[config.mk]
export PLATFORM = sky130hd
export DESIGN_NAME = ucc_core
export DESIGN_NICKNAME = d
export VERILOG_FILES = /design/src/ucc_pkg.sv /design/src/ucc_core.sv
export SDC_FILE = /design/constraint.sdc
export NUM_CORES = 1
export LEC_CHECK = 0
export BUFFER_PORTS_ARGS = -buffer_cell sky130_fd_sc_hd__buf_2
export CORE_MARGIN = 3
export CORE_UTILIZATION = 54
export CTS_CLUSTER_DIAMETER = 30
export DETAILED_ROUTE_END_ITERATION = 10
export PLACE_DENSITY = 0.78
export SYNTH_ARGS = -nofsm -noshare
export SYNTH_HDL_FRONTEND = slang
export SYNTH_SLANG_ARGS = --single-unit
[constraint.sdc]
create_clock -name clk -period 8.7 [get_ports clk]
set_input_delay 0.87 -clock clk [delete_from_list [all_inputs] [get_ports clk]]
set_output_delay 0.87 -clock clk [all_outputs]
set_load 0.02 [all_outputs]
[src/ucc_pkg.sv]
// Package of constants for the USB device core control block
package ucc_pkg;
  localparam int NUM_EP = 7;
  localparam int DPRAM_BYTES = 832;
  localparam int EP0_MAX = 64;
  localparam int EP1_MAX = 256;
  localparam int EPN_MAX = 64;
  localparam int ADDR_W = 10;
  localparam int REF_CLK_HZ = 48000000;
  localparam int FS_BIT_HZ = 12000000;
  localparam int LS_BIT_HZ = 1500000;
  localparam int FS_DIV = REF_CLK_HZ / FS_BIT_HZ;
  localparam int LS_DIV = REF_CLK_HZ / LS_BIT_HZ;
  localparam int REF_PPM_TOL = 2500;
  localparam int SIZE_W = 3;
  localparam int BASE_BYTES = 8;
  localparam int FIFO_DEPTH = 8;
  localparam int FIFO_WIDTH = 8;
  typedef enum logic [1:0] {
    UCC_RESET = 2'b00,
    UCC_IDLE = 2'b01,
    UCC_RUN = 2'b11,
    UCC_FROZEN = 2'b10
  } ucc_state_e;
endpackage

[src/ucc_core.sv]
// USB device core control: enable, clocks, interrupts, buffer allocation
`timescale 1ns/1ns
`default_nettype none
// Function
// - 832-byte buffer memory, seven endpoints sized.
// - Full speed needs 48MHz PLL reference.
// - Derive 12MHz or 1.5MHz bit clock.
// - RC source allowed only at low speed.
// - Any hardware reset disables and resets.
// - End-of-reset CPU reset keeps controller enabled.
// - Reset state: frozen, disabled, pad suspended.
// - Enable enters idle; clearing acts as reset.
// - Separate general and endpoint interrupt requests.
// - Only VBUS and wakeup detected asynchronously.
// - Eight enabled flag sources per endpoint.
// - Readable per-endpoint interrupt summary.
// - Power-down wakeup via wakeup and VBUS flags.
// - Control registers stay accessible while frozen.
// - Frozen: only wakeup and VBUS flags set.
// - Low-speed select picks D- pull-up.
// - Reserve inserts buffer; next one slides up.
// - Disable keeps reserve; free slides next down.
// - Endpoint 0 data survives higher endpoint changes.
// - Same-parameter reactivation does not shift others.
// - Config accepted set even on overlap.
// - Disable also stops transceiver and clocks.
// - Freeze gates clocks, keeps resume detection.

module ucc_fifo #(
  parameter int WIDTH = 8,
  parameter int DEPTH = 8
) (
  input wire logic clk,
  input wire logic clkEn,
  input wire logic sys_rst,
  input wire logic [WIDTH-1:0] inData,
  input wire logic inValid,
  output logic inReady,
  output logic [WIDTH-1:0] outData,
  output logic outValid,
  input wire logic outReady
);
  localparam int AW = $clog2(DEPTH);
  logic [WIDTH-1:0] mem [DEPTH];
  logic [AW:0] wrPtr_reg;
  logic [AW:0] rdPtr_reg;
  wire logic full;
  wire logic empty;
  wire logic doWr;
  wire logic doRd;
  assign empty = wrPtr_reg == rdPtr_reg;
  assign full = (wrPtr_reg[AW] != rdPtr_reg[AW]) &&
                (wrPtr_reg[AW-1:0] == rdPtr_reg[AW-1:0]);
  assign inReady = !full;
  assign outValid = !empty;
  assign doWr = clkEn && inValid && !full;
  assign doRd = clkEn && outReady && !empty;
  assign outData = mem[rdPtr_reg[AW-1:0]];
  always_ff @(posedge clk) begin
    if (doWr) begin
      mem[wrPtr_reg[AW-1:0]] <= inData;
    end
  end
  always_ff @(posedge clk) begin
    if (sys_rst) begin
      wrPtr_reg <= '0;
      rdPtr_reg <= '0;
    end else begin
      if (doWr) begin
        wrPtr_reg <= wrPtr_reg + 1'b1;
      end
      if (doRd) begin
        rdPtr_reg <= rdPtr_reg + 1'b1;
      end
    end
  end
endmodule

module ucc_core #(
  parameter int NEP = ucc_pkg::NUM_EP
) (
  input wire logic clk,
  input wire logic clkEn,
  input wire logic sys_rst,
  input wire logic usbEndReset,
  input wire logic cpuResetOnEor,
  input wire logic macroEnable,
  input wire logic freezeClockBit,
  input wire logic lowSpeedSelect,
  input wire logic pllSourceRc,
  input wire logic pllLocked,
  input wire logic vbusPin,
  input wire logic dataLineP,
  input wire logic dataLineM,
  input wire logic wakeupFlagClr,
  input wire logic vbusTransitionFlagClr,
  input wire logic wakeupIntEn,
  input wire logic vbusIntEn,
  input wire logic [NEP-1:0] endpointEnableBit,
  input wire logic [NEP-1:0] memoryReserveBit,
  input wire logic [NEP*ucc_pkg::SIZE_W-1:0] endpointSizeField,
  input wire logic [NEP-1:0] endpointBankCount,
  input wire logic [NEP*8-1:0] epFlagSet,
  input wire logic [NEP*8-1:0] epFlagClr,
  input wire logic [NEP*8-1:0] epFlagEn,
  input wire logic [7:0] rxByte,
  input wire logic rxValid,
  output logic rxReady,
  output logic [7:0] bufByte,
  output logic bufValid,
  input wire logic bufReady,
  output logic [1:0] ctrlState,
  output logic controllerClkGate,
  output logic transceiverEnable,
  output logic padSuspend,
  output logic pullUpDp,
  output logic pullUpDm,
  output logic bitClkTick,
  output logic speedFault,
  output logic cpuResetReq,
  output logic wakeupFlag,
  output logic vbusTransitionFlag,
  output logic vbusStatus,
  output logic generalIrq,
  output logic endpointIrq,
  output logic [NEP-1:0] endpointIntSummary,
  output logic [NEP*8-1:0] epFlags,
  output logic [NEP-1:0] configAcceptedFlag,
  output logic [NEP*ucc_pkg::ADDR_W-1:0] epBase,
  output logic [NEP-1:0] epDataLost
);
  localparam int AW = ucc_pkg::ADDR_W;
  localparam int SW = ucc_pkg::SIZE_W;

  // ---------------------------------------------------------------
  // Pin synchronisers
  // ---------------------------------------------------------------
  logic [2:0] vbusSync_reg;
  logic [2:0] dpSync_reg;
  logic [2:0] dmSync_reg;
  logic vbusStable_reg;
  logic [1:0] lineStable_reg;
  wire logic vbusAgree;
  wire logic lineAgree;
  wire logic vbusChange;
  wire logic lineChange;
  always_ff @(posedge clk) begin
    if (sys_rst) begin
      vbusSync_reg <= 3'h0;
      dpSync_reg <= 3'h7;
      dmSync_reg <= 3'h0;
    end else if (clkEn) begin
      vbusSync_reg <= {vbusSync_reg[1:0], vbusPin};
      dpSync_reg <= {dpSync_reg[1:0], dataLineP};
      dmSync_reg <= {dmSync_reg[1:0], dataLineM};
    end
  end
  assign vbusAgree = vbusSync_reg[1] == vbusSync_reg[2];
  assign lineAgree = (dpSync_reg[1] == dpSync_reg[2]) &&
                     (dmSync_reg[1] == dmSync_reg[2]);
  assign vbusChange = vbusAgree && (vbusSync_reg[2] != vbusStable_reg);
  assign lineChange = lineAgree &&
                      ({dpSync_reg[2], dmSync_reg[2]} != lineStable_reg);

  // ---------------------------------------------------------------
  // Controller state
  // ---------------------------------------------------------------
  ucc_pkg::ucc_state_e state_reg;
  ucc_pkg::ucc_state_e state_next;
  wire logic ctrlReset;
  wire logic running;
  assign ctrlReset = !macroEnable;
  always_comb begin
    state_next = state_reg;
    unique case (state_reg)
      ucc_pkg::UCC_RESET: begin
        if (macroEnable) begin
          state_next = ucc_pkg::UCC_IDLE;
        end
      end
      ucc_pkg::UCC_IDLE: begin
        if (!freezeClockBit && pllLocked) begin
          state_next = ucc_pkg::UCC_RUN;
        end
      end
      ucc_pkg::UCC_RUN: begin
        if (freezeClockBit) begin
          state_next = ucc_pkg::UCC_FROZEN;
        end
      end
      ucc_pkg::UCC_FROZEN: begin
        if (!freezeClockBit) begin
          state_next = ucc_pkg::UCC_RUN;
        end
      end
    endcase
    if (ctrlReset) begin
      state_next = ucc_pkg::UCC_RESET;
    end
  end
  // End-of-reset CPU reset leaves the state untouched
  always_ff @(posedge clk) begin
    if (sys_rst) begin
      state_reg <= ucc_pkg::UCC_RESET;
    end else if (clkEn) begin
      state_reg <= state_next;
    end
  end
  assign ctrlState = state_reg;
  assign running = state_reg == ucc_pkg::UCC_RUN;
  assign cpuResetReq = usbEndReset && cpuResetOnEor &&
                       macroEnable;
  assign controllerClkGate = running;
  assign transceiverEnable = state_reg != ucc_pkg::UCC_RESET;
  assign padSuspend = !running;
  assign pullUpDm = transceiverEnable && lowSpeedSelect;
  assign pullUpDp = transceiverEnable && !lowSpeedSelect;
  assign speedFault = running && pllSourceRc && !lowSpeedSelect;

  // ---------------------------------------------------------------
  // Bit clock from the 48 MHz reference
  // ---------------------------------------------------------------
  logic [5:0] bitDiv_reg;
  logic dpllLast_reg;
  wire logic [5:0] divLast;
  assign divLast = lowSpeedSelect ? 6'(ucc_pkg::LS_DIV - 1)
                                  : 6'(ucc_pkg::FS_DIV - 1);
  // Edge on the received line realigns the phase
  always_ff @(posedge clk) begin
    if (sys_rst || ctrlReset) begin
      bitDiv_reg <= 6'h00;
      dpllLast_reg <= 1'b0;
    end else if (clkEn && running) begin
      dpllLast_reg <= dpSync_reg[2];
      if (dpllLast_reg != dpSync_reg[2] || bitDiv_reg >= divLast) begin
        bitDiv_reg <= 6'h00;
      end else begin
        bitDiv_reg <= bitDiv_reg + 6'h01;
      end
    end
  end
  assign bitClkTick = running && (bitDiv_reg == (divLast >> 1));

  // ---------------------------------------------------------------
  // General flags
  // ---------------------------------------------------------------
  logic wakeup_reg;
  logic vbusTr_reg;
  always_ff @(posedge clk) begin
    if (sys_rst) begin
      wakeup_reg <= 1'b0;
      vbusTr_reg <= 1'b0;
      vbusStable_reg <= 1'b0;
      lineStable_reg <= 2'b10;
    end else if (clkEn) begin
      if (vbusAgree) begin
        vbusStable_reg <= vbusSync_reg[2];
      end
      if (lineAgree) begin
        lineStable_reg <= {dpSync_reg[2], dmSync_reg[2]};
      end
      // Set beats clear; VBUS set works in any state, wakeup set only while macroEnable is high
      if (vbusChange) begin
        vbusTr_reg <= 1'b1;
      end else if (vbusTransitionFlagClr) begin
        vbusTr_reg <= 1'b0;
      end
      if (lineChange && macroEnable) begin
        wakeup_reg <= 1'b1;
      end else if (wakeupFlagClr || ctrlReset) begin
        wakeup_reg <= 1'b0;
      end
    end
  end
  assign wakeupFlag = wakeup_reg;
  assign vbusTransitionFlag = vbusTr_reg;
  assign vbusStatus = vbusStable_reg;
  assign generalIrq = (wakeup_reg && wakeupIntEn) ||
                      (vbusTr_reg && vbusIntEn);

  // ---------------------------------------------------------------
  // Endpoint flags, set only while the clock runs; clear works in any state
  // ---------------------------------------------------------------
  logic [NEP*8-1:0] epFlags_reg;
  genvar g;
  generate
    for (g = 0; g < NEP*8; g++) begin : gFlag
      always_ff @(posedge clk) begin
        if (sys_rst || ctrlReset) begin
          epFlags_reg[g] <= 1'b0;
        end else if (clkEn) begin
          if (epFlagSet[g] && running) begin
            epFlags_reg[g] <= 1'b1;
          end else if (epFlagClr[g]) begin
            epFlags_reg[g] <= 1'b0;
          end
        end
      end
    end
    for (g = 0; g < NEP; g++) begin : gSum
      assign endpointIntSummary[g] =
        |(epFlags_reg[g*8 +: 8] & epFlagEn[g*8 +: 8]);
    end
  endgenerate
  assign epFlags = epFlags_reg;
  assign endpointIrq = |endpointIntSummary;

  // ---------------------------------------------------------------
  // Buffer allocation in the 832-byte memory
  // ---------------------------------------------------------------
  logic [NEP-1:0] resvPrev_reg;
  logic [NEP*AW-1:0] base_reg;
  logic [NEP*AW-1:0] len_reg;
  logic [NEP-1:0] config_accepted_flag_reg;
  logic [NEP-1:0] lost_reg;
  logic [NEP*AW-1:0] reqLen;
  logic [NEP*AW-1:0] endAddr;
  logic [NEP*AW+AW-1:0] slotBase;
  always_comb begin
    slotBase = '0;
    for (int i = 0; i < NEP; i++) begin
      reqLen[i*AW +: AW] = AW'((ucc_pkg::BASE_BYTES <<
        endpointSizeField[i*SW +: SW]) << endpointBankCount[i]);
      endAddr[i*AW +: AW] = (memoryReserveBit[i] && !resvPrev_reg[i]) ?
        slotBase[i*AW +: AW] + reqLen[i*AW +: AW] :
        base_reg[i*AW +: AW] + len_reg[i*AW +: AW];
      slotBase[i*AW+AW +: AW] = memoryReserveBit[i] ?
        endAddr[i*AW +: AW] : base_reg[i*AW +: AW];
    end
  end
  generate
    for (g = 0; g < NEP; g++) begin : gAlloc
      localparam int MAXB = (g == 0) ? ucc_pkg::EP0_MAX :
        ((g == 1) ? ucc_pkg::EP1_MAX : ucc_pkg::EPN_MAX);
      wire logic rise;
      wire logic fall;
      wire logic prevMove;
      wire logic fits;
      wire logic [AW-1:0] newBase;
      assign rise = memoryReserveBit[g] && !resvPrev_reg[g];
      assign fall = !memoryReserveBit[g] && resvPrev_reg[g];
      if (g == 0) begin : gFirst
        assign newBase = '0;
        assign prevMove = 1'b0;
      end else begin : gNext
        assign newBase = slotBase[g*AW +: AW];
        // Only a change directly below moves this buffer
        assign prevMove = (memoryReserveBit[g-1] != resvPrev_reg[g-1]) &&
          (reqLen[(g-1)*AW +: AW] != len_reg[(g-1)*AW +: AW] ||
           memoryReserveBit[g-1] == 1'b0 || !resvPrev_reg[g-1]);
      end
      assign fits = (reqLen[g*AW +: AW] >> endpointBankCount[g]) <=
                    AW'(MAXB) &&
                    (32'(newBase) + 32'(reqLen[g*AW +: AW])) <=
                    ucc_pkg::DPRAM_BYTES;
      always_ff @(posedge clk) begin
        if (sys_rst || ctrlReset) begin
          resvPrev_reg[g] <= 1'b0;
          base_reg[g*AW +: AW] <= '0;
          len_reg[g*AW +: AW] <= '0;
          config_accepted_flag_reg[g] <= 1'b0;
          lost_reg[g] <= 1'b0;
        end else if (clkEn) begin
          resvPrev_reg[g] <= memoryReserveBit[g];
          if (rise) begin
            base_reg[g*AW +: AW] <= newBase;
            len_reg[g*AW +: AW] <= reqLen[g*AW +: AW];
            config_accepted_flag_reg[g] <= fits;
            lost_reg[g] <= 1'b0;
          end else if (fall) begin
            len_reg[g*AW +: AW] <= '0;
            config_accepted_flag_reg[g] <= 1'b0;
          end else if (prevMove && memoryReserveBit[g]) begin
            base_reg[g*AW +: AW] <= newBase;
            lost_reg[g] <= 1'b1;
          end
          if (!endpointEnableBit[g] && g == 0) begin
            lost_reg[g] <= 1'b1;
          end
        end
      end
    end
  endgenerate
  assign configAcceptedFlag = config_accepted_flag_reg;
  assign epBase = base_reg;
  assign epDataLost = lost_reg;

  // ---------------------------------------------------------------
  // Receive data buffer
  // ---------------------------------------------------------------
  wire logic fifoInValid;
  wire logic fifoInReady;
  assign fifoInValid = rxValid && running;
  assign rxReady = fifoInReady && running;
  ucc_fifo #(
    .WIDTH(ucc_pkg::FIFO_WIDTH),
    .DEPTH(ucc_pkg::FIFO_DEPTH)
  ) uFifo (
    .clk(clk),
    .clkEn(clkEn),
    .sys_rst(sys_rst || ctrlReset),
    .inData(rxByte),
    .inValid(fifoInValid),
    .inReady(fifoInReady),
    .outData(bufByte),
    .outValid(bufValid),
    .outReady(bufReady)
  );

  // ---------------------------------------------------------------
  // Checks
  // ---------------------------------------------------------------
  disabled_resets_a: assert property (@(posedge clk) disable iff (sys_rst)
    clkEn && !macroEnable |=> state_reg == ucc_pkg::UCC_RESET)
    else $error("disable did not reset controller");
  enable_idle_a: assert property (@(posedge clk) disable iff (sys_rst)
    clkEn && macroEnable && state_reg == ucc_pkg::UCC_RESET
    |=> state_reg == ucc_pkg::UCC_IDLE)
    else $error("enable did not reach idle");
  frozen_gate_a: assert property (@(posedge clk) disable iff (sys_rst)
    state_reg == ucc_pkg::UCC_FROZEN |-> !controllerClkGate &&
    transceiverEnable)
    else $error("frozen clock gate wrong");
  pullup_pick_a: assert property (@(posedge clk) disable iff (sys_rst)
    transceiverEnable |-> pullUpDm == lowSpeedSelect &&
    pullUpDp != lowSpeedSelect)
    else $error("pull-up choice wrong");
  frozen_ep_a: assert property (@(posedge clk) disable iff (sys_rst)
    !running ##1 !running |-> !($rose(epFlags_reg[0])))
    else $error("endpoint flag set while frozen");
  vbus_flag_a: assert property (@(posedge clk) disable iff (sys_rst)
    clkEn && vbusChange |=> vbusTr_reg)
    else $error("vbus transition lost");
  ep_irq_a: assert property (@(posedge clk) disable iff (sys_rst)
    endpointIrq == |(epFlags_reg & epFlagEn))
    else $error("endpoint request mismatch");
  ep0_data_a: assert property (@(posedge clk) disable iff (sys_rst)
    $rose(lost_reg[0]) |-> !$past(endpointEnableBit[0]))
    else $error("endpoint 0 data lost");
  wire logic rise_0;
  wire logic fits_0;
  assign rise_0 = gAlloc[0].rise;
  assign fits_0 = gAlloc[0].fits;
  cfg_ok_a: assert property (@(posedge clk) disable iff (sys_rst)
    clkEn && !ctrlReset && rise_0 |=> config_accepted_flag_reg[0] == $past(fits_0))
    else $error("config accepted wrong");
endmodule
`default_nettype wire

==> results.md, run 1 <==
* Hold Fails Final Rpt at 0
* Die footprint at 30400 µm²
* Max reg flops at 64
* Status: completed
* Endpoints failing setup at 0
* Clock power share at 58.1%
* Relative slew slack at 18.6%
* Post-synth ARST share at 0%
* Pleak at 8.80 nW
* FF-to-FF path depth at 39
* Slew Limit Fails at 0
* Sw power at 1.00 mW
* Core Area at 27400 µm²
* # H-tree levels at 2
* Initial DRC count at 1362
* Post-synth EDFFs at 64
* Starting Density at 55.8%
* Max Cap Viol at 0
* DRC Markers at 0
* Pre-CTS WS at -0.133 ns
* # Post-CTS Setup Buffers at 0
* Register area share after synthesis at 38.1%
* Crit. End Element: register
* Maximum VDD drop at 0.164 mV
* Switch share at 24.9%
* Layout Nets at 2481
* Worst Skew at 0.0370 ns
* Final core occ at 72.9%
* DP Wirelength at 37.1 mm
* Hold Crit Depth at 2
* Internal power at 3.03 mW
* Port buffer count at 374
* Fin crit period at 8.23 ns
* Min-Delay Startpoint: len_reg[6]$_SDFFE_PP0P_
* Die X at 174 µm
* Tcrit/Tclk final at 94.6%
* Comb pwr share at 10.7%
* Critical path required time at 9.15 ns
* Top_reg_cell synth: dfxtp_1
* Sum Neg Setup Slack at 0 ns
* Internal reg-to-reg setup slack at 0.49 ns
* Total congestion overflow at 0
* Worst hold path endpoint: len_reg[6]$_SDFFE_PP0P_
* Total CTS buffers at 58
* Library cells used by synthesis at 86
* Pre-Repair DR Iteration Count at 5
* Syn_area_per_cell at 8.89 µm²
* Filler cells at 2044
* Vias in the first global route at 14506
* Boundary pin count at 409
* Endpoint of the worst register-to-register path: configAcceptedFlag[6]$_SDFFE_PP0P_
* Largest net degree at the start of global routing at 84
* Register bit total from synthesis at 259
* Clk sink count at 259
* Worst-path maximum fanout at 5
* CTS Root Cell: clkbuf_16
* Actual slew at the worst max-slew pin at 1.21 ns
* CTS clk-pin slew, worst paths at 0.04 ns
* Antenna Nets Post-Route at 0
* Layout cells sized above 1 at 28.5%
* Power per Cell Area at 202 nW/µm²
* Latest clock arrival within the worst-skew pair at 0.59 ns
* Min-Delay Path Class: register to register
* Total power at 4.03 mW
* Final worst setup slack at 0.473 ns
* Initial antenna violation count at 6
* Final WL at 50.5 mm
* Cells after synthesis at 1720
* All-layer global routing usage at 31.7%
* First-pass GRT wire length at 78.1 mm
* Critical Path AT at 8.68 ns
* Synthesis-to-finish area growth at 30.6%
* Row cnt at 60
* Max incr delay on CP at 0.43 ns
* Cell area after synthesis at 15300 µm²
* CP max-delay cell: or4_1
* Worst setup SP type: input pin
* F_max at 0.122 GHz
* Sequential share of power at 31.2%
* CTS tree: yes
* Wire per inst at 19.7 µm
* Setup CP Type: input pin to register
* GPL Wtd Cong at 1.02
* Synthesis Warnings at 0
* Die Ht at 174 µm
* Via density per instance at 5.91
* Critical R2R Launch: resvPrev_reg[0]$_SDFFE_PP0P_
* Via count at 15169
* Clock Path Buffers at 3
synth_stat cells, types with 41 or more instances:
library cell	instances	area share (%)
inv_1	62	1.5
nand2_1	157	3.9
clkbuf_1	41	1.0
edfxtp_1	64	13
nor2_1	242	5.9
nor3_1	44	1.4
dfxtp_1	195	26
a22oi_1	111	5.5
mux2i_1	42	2.8
o21ai_0	52	1.7
a21oi_1	99	3.2
ha_1	91	7.4
power by group through the flow:
stage	Sequential, mW	Combinational (mW)	Clock (mW)
after global routing	1.26	0.469	2.44
after detailed placement	1.28	0.413	0
final	1.26	0.430	2.34
after floorplan	1.28	0.250	0
after CTS	1.26	0.419	2.36
after global placement	1.28	0.404	0
worst max-delay path, delay by kind of cell:
| kind | cells | cell delay, ns |
|---|---|---|
| adders and majority gates | 8 | 2.36 |
| xor gates and xnor gates | 3 | 0.59 |
| buffers and inverters | 2 | 0.15 |
| AOI/OAI and AO/OA | 18 | 2.99 |
| and+or+nand+nor | 8 | 1.71 |
worst max-delay path by stage:
stage / start / depth (start not counted) / to
after global routing: resvPrev_reg[0]$_SDFFE_PP0P_ / 42 / configAcceptedFlag[6]$_SDFFE_PP0P_
after CTS: memoryReserveBit[0] / 40 / configAcceptedFlag[6]$_SDFFE_PP0P_
after global placement: memoryReserveBit[0] / 40 / configAcceptedFlag[6]$_SDFFE_PP0P_
after floorplan: memoryReserveBit[0] / 37 / configAcceptedFlag[6]$_SDFFE_PP0P_
final: memoryReserveBit[0] / 39 / configAcceptedFlag[6]$_SDFFE_PP0P_
after detailed placement: memoryReserveBit[0] / 40 / configAcceptedFlag[6]$_SDFFE_PP0P_
repair_timing:
item,4_1_cts,5_1_grt
gates resized for setup,0,16
setup endpoints to repair,0,1
hold buffers,0,0
metal layers:
layer / global-route usage [%] / up-vias / share of wire, %
li1: - / 7095 / -
met1: 42.7 / 7207 / 42
met2: 51.1 / 747 / 47
met3: 7.69 / 116 / 9.0
met4: 8.51 / 4 / 2.3
met5: 0 / - / 0.067
stage by stage:
stage | instance area [µm²] | hold slack (ns) | cells
after floorplan | 15400 | 0.432 | 1747
after global placement | 17700 | 0.437 | 2454
after detailed placement | 17700 | 0.445 | 2454
after CTS | 19900 | 0.454 | 2564
after global routing | 20000 | 0.477 | 2568
final | 20000 | 0.450 | 2568
layout make-up:
cell class | instances | area [µm²] | area share [%]
tap | 372 | 465 | 2.33
timing repair buffer | 447 | 2420 | 12.1
antenna | 4 | 10.0 | 0.0501
clock buffer | 73 | 1560 | 7.80
multi-input combinational | 1313 | 8860 | 44.4
sequential | 259 | 5830 | 29.2
clock inverter | 37 | 587 | 2.94
inverter | 63 | 236 | 1.18
placed cells by master (no fill, tap or decap), types with 42 or more instances in the layout:
cell type,Yosys,routed
buf_4,30,74
nand2_1,157,156
buf_2,30,373
a21oi_1,99,95
dfxtp_1,195,195
a22oi_1,111,111
inv_1,62,62
ha_1,91,91
clkbuf_16,0,58
o21ai_0,52,51
nor2_1,242,240
edfxtp_1,64,64
nor3_1,44,42
cell families after synthesis:
family | Yosys count | synth area share (%)
fa+ha+maj | 102 | 8.89
flops | 259 | 38.1
simple gates | 633 | 19.4
compound gates | 435 | 19.7
buf+inv | 175 | 5.28
xor+xnor | 48 | 2.75
mux | 67 | 5.77
other cells | 1 | 0.0245
Note: power is estimated with default switching activity, not from simulation.
==> inputs of run 2 (changes only) <==
CORE_MARGIN = 4   (was 3)
==> run 2 against run 1 <==
- fmax is essentially flat
- hold slack gained 0.0056 ns
- clock power grew 4%
- critical path type unchanged
- critical endpoint unchanged
- largest power group unchanged
==> results.md, run 2 (synthesis gave the netlist of run 1 again) <==
* Status: completed
* Min-Delay Path Class: register to register
* DR WL met2 at 24.0 mm
* Actual slew at the worst max-slew pin at 1.24 ns
* CTS clk-pin slew, worst paths at 0.05 ns
* Pleak at 8.82 nW
* Clock Path Buffers at 3
* CP max-delay cell: or4_1
* Pre-CTS WS at -0.103 ns
* CTS tree: yes
* Clk sink count at 259
* RSZ-0062 raised after global routing: false
* Total power at 4.13 mW
* Resized cells post-CTS at 0
* Most used cell, CP: ha_1
* Max reg flops at 64
* Initial DRC count at 1394
* Crit. End Element: register
* DP Wirelength at 37.3 mm
* Max Cap Viol at 0
* Max incr delay on CP at 0.52 ns
* Die footprint at 31100 µm²
* Fin crit period at 8.23 ns
* Met1 wire length at 20.4 mm
* Met3 wire len at 5.20 mm
* Initial antenna violation count at 6
* Total congestion overflow at 0
* Power per Cell Area at 206 nW/µm²
* Via density per instance at 5.86
* All-layer global routing usage at 31.1%
* Wire per inst at 19.7 µm
* Worst-path maximum fanout at 5
* Layout Nets at 2474
* F_max at 0.122 GHz
* Cts hold-fix bufs at 0
* DRC Markers at 0
* Pre-Repair DR Iteration Count at 8
* Port buffer count at 374
* Hold Fails Final Rpt at 0
* Worst setup SP type: input pin
* Die Ht at 176 µm
* Sum Neg Setup Slack at 0 ns
* Total CTS buffers at 60
* First-pass GRT wire length at 78.2 mm
* Commonest non-fill, non-tap cell in the layout: buf_2
* Row cnt at 61
* Via count at 15078
* GPL Wtd Cong at 0.961
* Boundary pin count at 409
* # H-tree levels at 2
* Starting Density at 54.9%
* Critical Path AT at 8.69 ns
* Top layer in use: met5
* Slew Limit Fails at 0
* Die X at 176 µm
* Layout cells sized above 1 at 28.2%
* Maximum VDD drop at 0.162 mV
* Final WL at 50.6 mm
* Tcrit/Tclk final at 94.5%
* Vias in the first global route at 14558
* CTS Root Cell: clkbuf_16
* # Post-CTS Setup Buffers at 0
* Critical path required time at 9.17 ns
* Filler cells at 2134
* Most frequent cells in the layout: buf_2 (373), nor2_1 (240), dfxtp_1 (195), nand2_1 (156), a22oi_1 (111)
* Synthesis-to-finish area growth at 30.8%
* Final worst setup slack at 0.475 ns
* Endpoints failing setup at 0
* Largest net degree at the start of global routing at 98
* Final core occ at 71.8%
* Latest clock arrival within the worst-skew pair at 0.59 ns
* Worst Skew at 0.0320 ns
* Antenna Nets Post-Route at 0
* Setup CP Type: input pin to register
* Core Area at 27900 µm²
* Relative slew slack at 17.0%
## run 2: per-stage QoR
stage                     area (µm²)  hold slack [ns]  cells
after floorplan                15400            0.432   1747
after CTS                      19900            0.454   2565
after global routing           20000            0.480   2568
after global placement         17700            0.439   2451
after detailed placement       17700            0.447   2451
final                          20000            0.456   2571
## run 2: critical path, delay by kind of cell
kind	cells	cell delay [ns]
AOI/OAI and AO/OA	14	2.11
adders and majority gates	8	2.49
buffers and inverters	2	0.18
and+or+nand+nor	12	2.52
xor gates and xnor gates	3	0.52
## run 2: per-layer routing
| metal | global-route usage [%] | up-vias |
|---|---|---|
| met5 | 0 | - |
| met4 | 8.45 | 4 |
| met3 | 8.61 | 80 |
| met2 | 50.2 | 668 |
| met1 | 41.4 | 7239 |
| li1 | - | 7087 |
## run 2: where the power goes
group          internal (mW)  leakage (nW)  total, mW  switching, mW
registers               1.25          2.15       1.26         0.0126
clock network           1.69          1.09       2.44          0.755
logic                  0.169          5.58      0.424          0.254
## run 2: final cells by class
class                           count  area, µm²  area share (%)
Sequential cell                   259       5830            29.1
Antenna cell                        6       15.0          0.0751
Timing Repair Buffer              438       2350            11.8
Multi-Input combinational cell   1313       8830            44.2
Tap cell                          378        473            2.37
Inverter                           63        236            1.18
Clock inverter                     37        586            2.93
Clock buffer                       77       1670            8.33
## run 2: worst paths after layout
kind	cells after the start	startpoint	slack (ns)	to
worst min-delay path	2	len_reg[6]$_SDFFE_PP0P_	0.46	len_reg[6]$_SDFFE_PP0P_
worst max register to register	39	resvPrev_reg[0]$_SDFFE_PP0P_	0.56	configAcceptedFlag[6]$_SDFFE_PP0P_
worst min register to register	2	len_reg[6]$_SDFFE_PP0P_	0.46	len_reg[6]$_SDFFE_PP0P_
worst max-delay path	39	memoryReserveBit[0]	0.47	configAcceptedFlag[6]$_SDFFE_PP0P_
==> inputs of run 3 (changes only) <==
REMOVE_ABC_BUFFERS = 1   (was default)
==> run 3 against run 2 <==
- core utilization down 0.83 points
- count of clock-buffer cells in the layout fell by 7
- die area stayed put
- critical path depth decreased by 4
- sequential power barely moved
- non-clock buffer count decreased by 7
- highest routed layer unchanged
==> results.md, run 3 (synthesis gave the netlist of run 1 again) <==
* Status: completed
* Largest net degree at the start of global routing at 95
* CTS tree: yes
* Die X at 176 µm
* CTS clk-pin slew, worst paths at 0.05 ns
* CP max-delay cell: fa_1
* Slew Limit Fails at 0
* Pre-Repair DR Iteration Count at 6
* Power per Cell Area at 198 nW/µm²
* DRC Markers at 0
* Hold Fails Final Rpt at 0
* Starting Density at 54.9%
* Final WL at 47.7 mm
* Total congestion overflow at 0
* Endpoint of the worst register-to-register path: configAcceptedFlag[6]$_SDFFE_PP0P_
* Maximum VDD drop at 0.138 mV
* Crit. End Element: register
* Max incr delay on CP at 0.57 ns
* Fin crit period at 8.29 ns
* Critical Path AT at 8.73 ns
* Total CTS buffers at 57
* Latest clock arrival within the worst-skew pair at 0.57 ns
* CTS Root Cell: clkbuf_16
* Vias in the first global route at 14426
* Die footprint at 31100 µm²
* Pleak at 8.69 nW
* Layout cells sized above 1 at 28.2%
* Max Cap Viol at 0
* Setup CP Type: input pin to register
* Row cnt at 61
* Commonest non-fill, non-tap cell in the layout: buf_2
* Boundary pin count at 409
* Clock Path Buffers at 3
* Layout Nets at 2464
* Critical R2R Launch: resvPrev_reg[0]$_SDFFE_PP0P_
* Port buffer count at 374
* Endpoints failing setup at 0
* Critical path required time at 9.15 ns
* F_max at 0.121 GHz
* Via density per instance at 5.89
* Core Area at 27900 µm²
* First-pass GRT wire length at 74.0 mm
* Worst hold path endpoint: len_reg[9]$_SDFFE_PP0P_
* Filler cells at 2084
* # H-tree levels at 2
* FF-to-FF path depth at 35
* Synthesis-to-finish area growth at 29.3%
* # Post-CTS Setup Buffers at 0
* Tcrit/Tclk final at 95.3%
* Min-Delay Path Class: register to register
* Hold_ws at 0.453 ns
* Relative slew slack at 15.3%
* Initial antenna violation count at 4
* Final core occ at 70.9%
* Initial DRC count at 1404
* Actual slew at the worst max-slew pin at 1.26 ns
* All-layer global routing usage at 29.1%
* Internal reg-to-reg setup slack at 0.50 ns
* Antenna Nets Post-Route at 0
* Wire per inst at 18.7 µm
* GPL Wtd Cong at 0.919
* Clk sink count at 259
* Min-Delay Startpoint: len_reg[9]$_SDFFE_PP0P_
* Worst setup SP type: input pin
* Via count at 15026
* Die Ht at 176 µm
* Hold Crit Depth at 2
* Worst-path maximum fanout at 7
* Worst Skew at 0.0230 ns
* Most frequent cells in the layout: buf_2 (373), nor2_1 (240), dfxtp_1 (195), nand2_1 (156), a22oi_1 (111)
* Max reg flops at 64
* DP Wirelength at 34.7 mm
-- run 3: cell types whose count changed in the layout (fill, tap and decap cells not counted), sizes merged --
| cell | before | now |
|---|---|---|
| clkinvlp | 3 | 8 |
| diode | 6 | 1 |
| buf | 438 | 431 |
| inv | 69 | 68 |
| bufinv | 11 | 8 |
| clkbuf | 77 | 70 |
-- run 3: worst max-delay path by stage --
stage / start / endpoint / slack (ns) / cells after the start
floorplan: memoryReserveBit[0] / configAcceptedFlag[6]$_SDFFE_PP0P_ / 0.58 / 37
global placement: memoryReserveBit[0] / configAcceptedFlag[6]$_SDFFE_PP0P_ / -0.04 / 37
detailed placement: memoryReserveBit[0] / configAcceptedFlag[6]$_SDFFE_PP0P_ / -0.26 / 38
CTS: memoryReserveBit[0] / configAcceptedFlag[6]$_SDFFE_PP0P_ / 0.25 / 37
global route: memoryReserveBit[0] / configAcceptedFlag[6]$_SDFFE_PP0P_ / -0.02 / 40
finish: memoryReserveBit[0] / configAcceptedFlag[6]$_SDFFE_PP0P_ / 0.41 / 35
-- run 3: layer usage --
metal / track usage, % / part of all wire, % / vias up
met5: 0 / 0.078 / -
met3: 5.52 / 8.9 / 119
li1: - / - / 7040
met4: 10.1 / 3.0 / 4
met2: 47.6 / 47 / 719
met1: 39.1 / 41 / 7144
-- run 3: report_power, final --
| group | internal, mW | leakage (nW) | switching, mW |
|---|---|---|---|
| registers | 1.25 | 2.15 | 0.0117 |
| clock network | 1.53 | 0.989 | 0.716 |
| logic | 0.168 | 5.56 | 0.250 |
| total | 2.94 | 8.69 | 0.978 |
-- run 3: area by class of cell --
type / count / area [µm²] / share of cell area, %
Clock inverter: 38 / 479 / 2.43
Tap cell: 378 / 473 / 2.39
Timing Repair Buffer: 431 / 2300 / 11.7
Multi-Input combinational cell: 1313 / 8860 / 44.9
Clock buffer: 70 / 1580 / 7.98
Antenna cell: 1 / 2.50 / 0.0127
Sequential cell: 259 / 5830 / 29.5
Inverter: 63 / 236 / 1.20
-- run 3: worst max-delay path, delay by kind of cell --
kind	cells	cell delay, ns
AOI/OAI and AO/OA	12	2.20
xor gates and xnor gates	1	0.13
adders and majority gates	8	2.75
buffers and inverters	3	0.31
muxes	2	0.49
and+or+nand+nor	9	1.97
-- run 3: stage by stage --
| stage | instances | setup TNS, ns | area, µm² | power [mW] | worst slack, ns |
|---|---|---|---|---|---|
| floorplan | 1635 | 0 | 14800 | 1.50 | 0.580 |
| detailed placement | 2444 | -0.259 | 17600 | 1.68 | -0.259 |
| CTS | 2552 | 0 | 19700 | 3.93 | 0.254 |
| finish | 2553 | 0 | 19800 | 3.92 | 0.413 |
| global route | 2553 | -0.0201 | 19800 | 4.05 | -0.0201 |
| global placement | 2444 | -0.0424 | 17600 | 1.67 | -0.0424 |
-- run 3: repair_timing --
item,in CTS,in global routing
hold buffers,0,0
endpoints found under the setup margin,0,1
gates resized for setup,0,20
